$ cat src/acg_defs.vh
// constants for the converter clock-chain generator
`ifndef ACG_DEFS_VH
`define ACG_DEFS_VH

// ----------------------------------------
// prescale field encodings
// ----------------------------------------
`define ACG_PRE_DIV1      2'h0
`define ACG_PRE_DIV2      2'h1
`define ACG_PRE_DIV4      2'h2
`define ACG_PRE_DIV8      2'h3
`define ACG_PRE_RESET     2'h0

// ----------------------------------------
// ratio field and divider figures
// ----------------------------------------
`define ACG_RATIO_RESET   3'h3
`define ACG_RATIO_MIN_LOG 4'h5
`define ACG_SAMPLE_DIV    4'h4
`define ACG_QUAD_LAST     2'h3
`define ACG_HALF_SAMPLE   3'h2

// ----------------------------------------
// reported master clock source codes
// ----------------------------------------
`define ACG_SRC_CRYSTAL   2'h0
`define ACG_SRC_DIRECT    2'h1
`define ACG_SRC_SERIAL    2'h2

`endif

$ cat src/acg_clock_gen.v
// clock chain: source select, prescaler, sample clock, output rate and data-ready
//
// Functional notes
// RULE1 - master clock from crystal when external select is 0, direct input when 1
// RULE2 - in two-wire mode the serial clock pin is the master clock
// RULE3 - analog clock is master divided by 1, 2, 4 or 8 per prescale field
// RULE4 - analog portion runs from the prescaled analog clock enable
// RULE5 - sample clock is analog clock divided by four
// RULE6 - one modulator output refresh per sample clock period, per channel
// RULE7 - output rate is sample clock divided by ratio, marked by data-ready pulse
// RULE8 - ratio field decodes as 32 shifted left by field value, up to 4096
// RULE9 - sinc decimation notches at multiples of output rate, by frame alignment
// RULE10 - upper ratio pin captured on entry to two-wire mode and on watchdog reset; watchdog relatch here only in two-wire mode, unsettled strap refused
// RULE11 - data-ready low for half a sample period, unlatched, each output period
// RULE12 - ratio field resets to the encoding selecting 256
// RULE13 - all dividers are enable counters on master clock, cleared together
`include "acg_defs.vh"
`default_nettype none

module acg_clock_gen #(
	parameter RATIO_W = 3
) (
	// clock and reset (clk is the selected master clock)
	input  wire             clk,
	input  wire             nrst,
	// clock source control
	input  wire             external_clock_select,
	input  wire             two_wire_mode,
	output wire [1:0]       master_source,
	// configuration
	input  wire [1:0]       prescale_select,
	input  wire [RATIO_W-1:0] ratio_select_field,
	input  wire             ratio_select_load,
	// two-wire strap capture
	input  wire             upper_ratio_select_pin,
	input  wire             watchdog_reset,
	output reg              upper_ratio_latched_q,
	// clock enables and status
	output reg              analog_clock_en_q,
	output reg              digital_sample_clock_en_q,
	output reg              modulator_update_q,
	output reg              output_rate_clock_en_q,
	output reg  [RATIO_W-1:0] oversampling_ratio_q,
	output reg              data_ready_pin_n_q
);

	// ----------------------------------------
	// source select and strap synchroniser
	// ----------------------------------------
	// the mux itself lives in the pad ring; this reports which source is live
	assign master_source = two_wire_mode ? `ACG_SRC_SERIAL :            // [RULE2]
		(external_clock_select ? `ACG_SRC_DIRECT : `ACG_SRC_CRYSTAL);   // [RULE1]

	// index 0 is the strap pin, index 1 the interface mode pin
	wire [1:0] pin_raw;
	wire [1:0] pin_agree;
	wire [1:0] pin_level;
	reg        mode_sync_q;
	wire       mode_entry;
	wire       mode_stable;
	wire       strap_stable;
	wire       strap_event;

	assign pin_raw = {two_wire_mode, upper_ratio_select_pin};

	// three-stage sampling; change taken once stages two and three agree
	genvar gi;
	generate
		for (gi = 0; gi < 2; gi = gi + 1) begin : g_pin_sync
			reg [2:0] stage_q;
			always @(posedge clk or negedge nrst) begin
				if (!nrst) begin
					stage_q <= 3'h0;
				end else begin
					stage_q <= {stage_q[1:0], pin_raw[gi]};
				end
			end
			// stage one may be metastable, so only stages two and three are read
			assign pin_agree[gi] = (stage_q[1] == stage_q[2]);
			assign pin_level[gi] = stage_q[2];
		end
	endgenerate

	assign mode_stable  = pin_agree[1];
	assign strap_stable = pin_agree[0];
	assign mode_entry   = mode_stable && pin_level[1] && !mode_sync_q;
	// watchdog relatch applies only once two-wire mode has settled in
	assign strap_event  = mode_entry || (watchdog_reset && mode_sync_q);

	// settled view of the interface mode, moved only when stages agree
	always @(posedge clk or negedge nrst) begin
		if (!nrst) begin
			mode_sync_q <= 1'b0;
		end else if (mode_stable) begin
			mode_sync_q <= pin_level[1];
		end
	end

	// a strap still settling is refused rather than captured half-way
	always @(posedge clk or negedge nrst) begin
		if (!nrst) begin
			upper_ratio_latched_q <= 1'b0;
		end else if (strap_event && strap_stable) begin
			upper_ratio_latched_q <= pin_level[0];             // [RULE10]
		end
	end

	// ----------------------------------------
	// ratio register
	// ----------------------------------------
	always @(posedge clk or negedge nrst) begin
		if (!nrst)
			oversampling_ratio_q <= `ACG_RATIO_RESET;          // [RULE12]
		else if (ratio_select_load)
			oversampling_ratio_q <= ratio_select_field;
	end

	// ----------------------------------------
	// divider chain
	// ----------------------------------------
	function [3:0] pre_last;
		input [1:0] sel;
		begin
			case (sel)
				`ACG_PRE_DIV1: pre_last = 4'h0;
				`ACG_PRE_DIV2: pre_last = 4'h1;
				`ACG_PRE_DIV4: pre_last = 4'h3;
				`ACG_PRE_DIV8: pre_last = 4'h7;
				default:       pre_last = 4'h0;
			endcase
		end
	endfunction

	reg  [3:0]  pre_cnt_q;
	reg  [1:0]  quad_cnt_q;
	reg  [11:0] ratio_cnt_q;
	wire        pre_tick;
	wire        smp_tick;
	wire [11:0] ratio_last;
	wire [3:0]  ratio_log;
	wire        ratio_wrap;

	assign pre_tick   = (pre_cnt_q >= pre_last(prescale_select));           // [RULE3]
	assign smp_tick   = pre_tick && (quad_cnt_q == `ACG_QUAD_LAST);         // [RULE5]
	// last count is (1 << log) - 1; at 4096 the shift leaves twelve bits
	// and wraps to all ones, which is still the right last count
	assign ratio_log  = `ACG_RATIO_MIN_LOG + {1'b0, oversampling_ratio_q};
	assign ratio_last = (12'h001 << ratio_log) - 12'h001;                   // [RULE8]
	assign ratio_wrap = (ratio_cnt_q >= ratio_last);

	// counters share one reset so sample and result framing stay aligned
	always @(posedge clk or negedge nrst) begin
		if (!nrst) begin
			pre_cnt_q <= 4'h0;
		end else begin
			pre_cnt_q <= pre_tick ? 4'h0 : pre_cnt_q + 4'h1;                 // [RULE13]
		end
	end

	// four analog ticks make one sample period
	always @(posedge clk or negedge nrst) begin
		if (!nrst) begin
			quad_cnt_q <= 2'h0;
		end else if (pre_tick) begin
			quad_cnt_q <= quad_cnt_q + 2'h1;
		end
	end

	// a lowered ratio can leave the count past the end; >= wraps it at once
	always @(posedge clk or negedge nrst) begin
		if (!nrst) begin
			ratio_cnt_q <= 12'h000;
		end else if (smp_tick) begin
			ratio_cnt_q <= ratio_wrap ? 12'h000 : ratio_cnt_q + 12'h001;    // [RULE7]
		end
	end

	// ----------------------------------------
	// enables and data-ready
	// ----------------------------------------
	// low-going pulse covers the first half of the sample period after each result
	wire [2:0] half_cnt;
	wire       ready_window;
	assign half_cnt     = {1'b0, quad_cnt_q};
	assign ready_window = (ratio_cnt_q == 12'h000) && (half_cnt < `ACG_HALF_SAMPLE);

	// analog portion is clocked by this enable, not by the master clock
	always @(posedge clk or negedge nrst) begin
		if (!nrst) begin
			analog_clock_en_q <= 1'b0;
		end else begin
			analog_clock_en_q <= pre_tick;                                    // [RULE4]
		end
	end

	always @(posedge clk or negedge nrst) begin
		if (!nrst) begin
			digital_sample_clock_en_q <= 1'b0;
		end else begin
			digital_sample_clock_en_q <= smp_tick;                            // [RULE5]
		end
	end

	// each sample period refreshes both modulator outputs exactly once
	always @(posedge clk or negedge nrst) begin
		if (!nrst) begin
			modulator_update_q <= 1'b0;
		end else begin
			modulator_update_q <= smp_tick;                                   // [RULE6]
		end
	end

	// result boundary: sinc frame ends on ratio wrap, notches follow rate
	always @(posedge clk or negedge nrst) begin
		if (!nrst) begin
			output_rate_clock_en_q <= 1'b0;
		end else begin
			output_rate_clock_en_q <= smp_tick && ratio_wrap;                 // [RULE9]
		end
	end

	// unlatched: the pin follows the window, nothing holds it low
	always @(posedge clk or negedge nrst) begin
		if (!nrst) begin
			data_ready_pin_n_q <= 1'b1;
		end else begin
			data_ready_pin_n_q <= !ready_window;                              // [RULE11]
		end
	end

endmodule

`default_nettype wire

$ cat config.mk
export PLATFORM = sky130hd
export DESIGN_NAME = acg_clock_gen
export DESIGN_NICKNAME = d
export VERILOG_FILES = /design/src/acg_clock_gen.v
export VERILOG_INCLUDE_DIRS = /design/src
export SDC_FILE = /design/constraint.sdc
export NUM_CORES = 1
export LEC_CHECK = 0
export ABC_AREA = 1
export BUFFER_PORTS_ARGS = -buffer_cell sky130_fd_sc_hd__buf_2
export CORE_AREA = 2 2 84 46
export CTS_CLUSTER_DIAMETER = 150
export DETAILED_ROUTE_END_ITERATION = 8
export DIE_AREA = 0 0 86 48
export PLACE_DENSITY = 0.82
export SLEW_MARGIN = 20
export SYNTH_ARGS = -nofsm -noshare
export SYNTH_HDL_FRONTEND = slang
export SYNTH_SLANG_ARGS = --single-unit
$ cat constraint.sdc
create_clock -name clk -period 3.02 [get_ports clk]
set_input_delay 0.302 -clock clk [delete_from_list [all_inputs] [get_ports clk]]
set_output_delay 0.302 -clock clk [all_outputs]
set_load 0.01 [all_outputs]
==> flow_summary.ini <==
[run_status]
outcome = finished clean

[yosys]
post_synth.cell_area_avg_sq_um = 8.00
ys_warn_count = 0
ys.flop_type = dfrtp_1
synth_top_area_share = 0.375
syn-cell-area_sq_mm = 0.00200
synthCells = 250
netlist-cell-type-count = 29
synthDominantAreaCellType = dfrtp_1
synth_most_common_cell = nand2_1
synthArstFlopShare = 1.00
synth-seq-cells = 33
synth-edff-count = 0
ys_seq_area_frac = 0.415
yosys-top-cells-area = dfrtp_1 (38%), nand2_1 (13%), ha_1 (13%)
most_frequent_cells_after_synthesis = nand2_1 (67), inv_1 (36), dfrtp_1 (30)

[sta]
report.final.setup_viol = 0
pin_slew_with_the_least_headroom_to_its_limit_ns = 0.735
slew_headroom = 0.510
timing_max_transition_violations_final = 0
grt_setup_unrepaired = false
fin_setup_tns_ns = 0
fin_worst_skew_ns = 0.00546
period_share = 0.772
timing.final.hold_violations = 0
final.min_clock_period_ns = 2.33
timing.fmax_mhz = 429

[finish]
multi_input_comb_area_sq_mm = 0.00101
final.fill_count = 260
antenna_cells = 0
layoutNonFillerInstCount = 321
area_growth_pct = 13.4
final_util = 0.683
area.sequential_sq_um = 830
num-nets-final = 310
finish.instance_area_sq_mm = 0.00227
drive_above_1_share = 0.165

[clocking]
post-cts-setup-buffers = 0
cts_max_path_buffers = 2
cts-hold-fix-buffers = 0
number_of_cts_inserted_buffers = 5
cts.root.buffer_cell = clkbuf_8
tritoncts = done
cts_sink_cnt = 33
htree_levels = 2
ctsResizeCount = 0
worstSkewPairLatency_ns = 0.29
worst_setup_hold_path_clk_slew_ns = 0.08

[route]
routed_wl_um = 4290
drt-wirelength-per-cell_um = 13.4
drtIter0Drc = 152
viasPerCell = 5.25
dr.pass1.iters = 4
drc_viols = 0
ant_nets = 0
detailroute.via_count = 1686

[place]
hpwl_um = 3210
io_buffer_count = 22
post-place-cells = 313
gp_congestion = 0.881
dpl_cell_area_sq_mm = 0.00215

[floorplan]
io_pins = 23
initial_standard_cell_utilization_of_the_core = 0.602
num_rows = 15
design.die.area_sq_mm = 0.00413
die_w_um = 86
core_region_area_sq_mm = 0.00332
die_y_um = 48

[setup_path]
maximum_net_fanout_on_the_critical_path = 7
timing.reg2reg.setup_slack_ns = 0.69
regToRegEndpoint = ratio_cnt_q[8]
worst_setup_path_end_kind = register
rr_worst_depth = 11
critPathRequiredTime_ns = 3.20
setup.worst_path.start_class = register
r2r-start = oversampling_ratio_q[1]
timing.critical_path.arrival_ns = 2.51
critical_path_class = register to register

[power_and_ir_drop]
power.density_mw_per_mm2 = 761
power.static_leakage_nw = 1.20
max-vdd-ir-drop_mv = 0.371

[grt]
grt-ovfl-total = 0
first_global_vias = 1524
groute.usage.overall = 0.238
grt_start_max_net_pins = 34
antenna_found_initial = 0
grt_pass1_wl_um = 7160

[run]
timing.max_cap.violations = 0

[hold_path]
hp-class = input pin to async pin
[kinds of logic after synthesis]
kind of cell | Yosys count | synth area share
AO/OA/AOI/OAI | 14 | 0.0413
XOR/XNOR | 6 | 0.0263
adder cells (fa/ha/maj) | 20 | 0.125
buffers and inverters | 41 | 0.0819
flip-flops | 33 | 0.415
multiplexers | 2 | 0.0106
other | 2 | 0.00375
AND/OR/NAND/NOR | 132 | 0.296
[how the worst max path moves through the flow]
stage	startpoint	end	slack (ns)	cells past startpoint
floorplan	oversampling_ratio_q[1]	ratio_cnt_q[11]	1.02	11
global placement	oversampling_ratio_q[1]	ratio_cnt_q[8]	0.92	11
detailed placement	oversampling_ratio_q[1]	ratio_cnt_q[3]	0.73	11
CTS	oversampling_ratio_q[1]	ratio_cnt_q[3]	0.72	11
global route	oversampling_ratio_q[1]	ratio_cnt_q[3]	0.48	11
finish	oversampling_ratio_q[1]	ratio_cnt_q[8]	0.69	11
[sequential cells by signal (all words and copies together) (netlist names)]
| signal | count |
|---|---|
| analog_clock_en_q | 1 |
| upper_ratio_latched_q | 1 |
| g_pin_sync.stage_q | 6 |
| pre_cnt_q | 4 |
| mode_sync_q | 1 |
| digital_sample_clock_en_q | 1 |
| oversampling_ratio_q | 3 |
| data_ready_pin_n_q | 1 |
| quad_cnt_q | 2 |
| output_rate_clock_en_q | 1 |
| ratio_cnt_q | 12 |
[layout make-up]
cell class              count  area share
inverters                  37      0.0612
clock buffers               5      0.0303
well taps                  42      0.0232
repair buffers             23      0.0518
flip-flops and latches     33       0.366
clock inverters             3      0.0204
multi-input cells         178       0.447
[metal layers]
metal  up-vias  wire, um  GRT usage  share of wire
met5         -         0          0              0
met4         0        63     0.0762          0.015
met3         9       394     0.0638          0.092
met2        71      1680      0.349           0.39
met1       756      2150      0.346           0.50
li1        850         -          -              -
[cells in the final DEF (no fill, tap or decap), types with 5 or more instances in the layout]
cell type | synthesis | layout
o21ai_0 | 6 | 6
dfrtp_1 | 30 | 30
ha_1 | 20 | 20
nand2_1 | 67 | 67
nand4_1 | 13 | 13
buf_2 | 2 | 22
nand3_1 | 13 | 13
a21oi_1 | 6 | 6
nor2_1 | 24 | 24
inv_1 | 36 | 36
clkbuf_8 | 0 | 5
[power by group]
part           total [W]  switching [W]  internal, W
clock network   0.000430       0.000183     0.000247
logic           0.000638       0.000408     0.000229
registers       0.000659       0.000110     0.000549
[critical path: stages (launching register included)]
cell and delay (ns):
dfstp_2 0.58, inv_1 0.09, a21oi_1 0.21, nand2_1 0.09
ha_1 0.28, nand2_1 0.06, nor2_1 0.14, nand2_1 0.10
nor2_1 0.10, nand2_1 0.21, a21oi_4 0.28, nor2_1 0.07
[through the flow]
stage / hold WS (ns) / power, W / setup slack [ns]
after global routing: 0.100 / 0.00186 / 0.484
after floorplan: 0.00641 / 0.00110 / 1.02
after CTS: 0.0852 / 0.00173 / 0.718
after detailed placement: 0.344 / 0.00130 / 0.735
final: 0.0623 / 0.00173 / 0.688
after global placement: 0.333 / 0.00127 / 0.923
No activity file was read; power rests on OpenSTA's default activity.
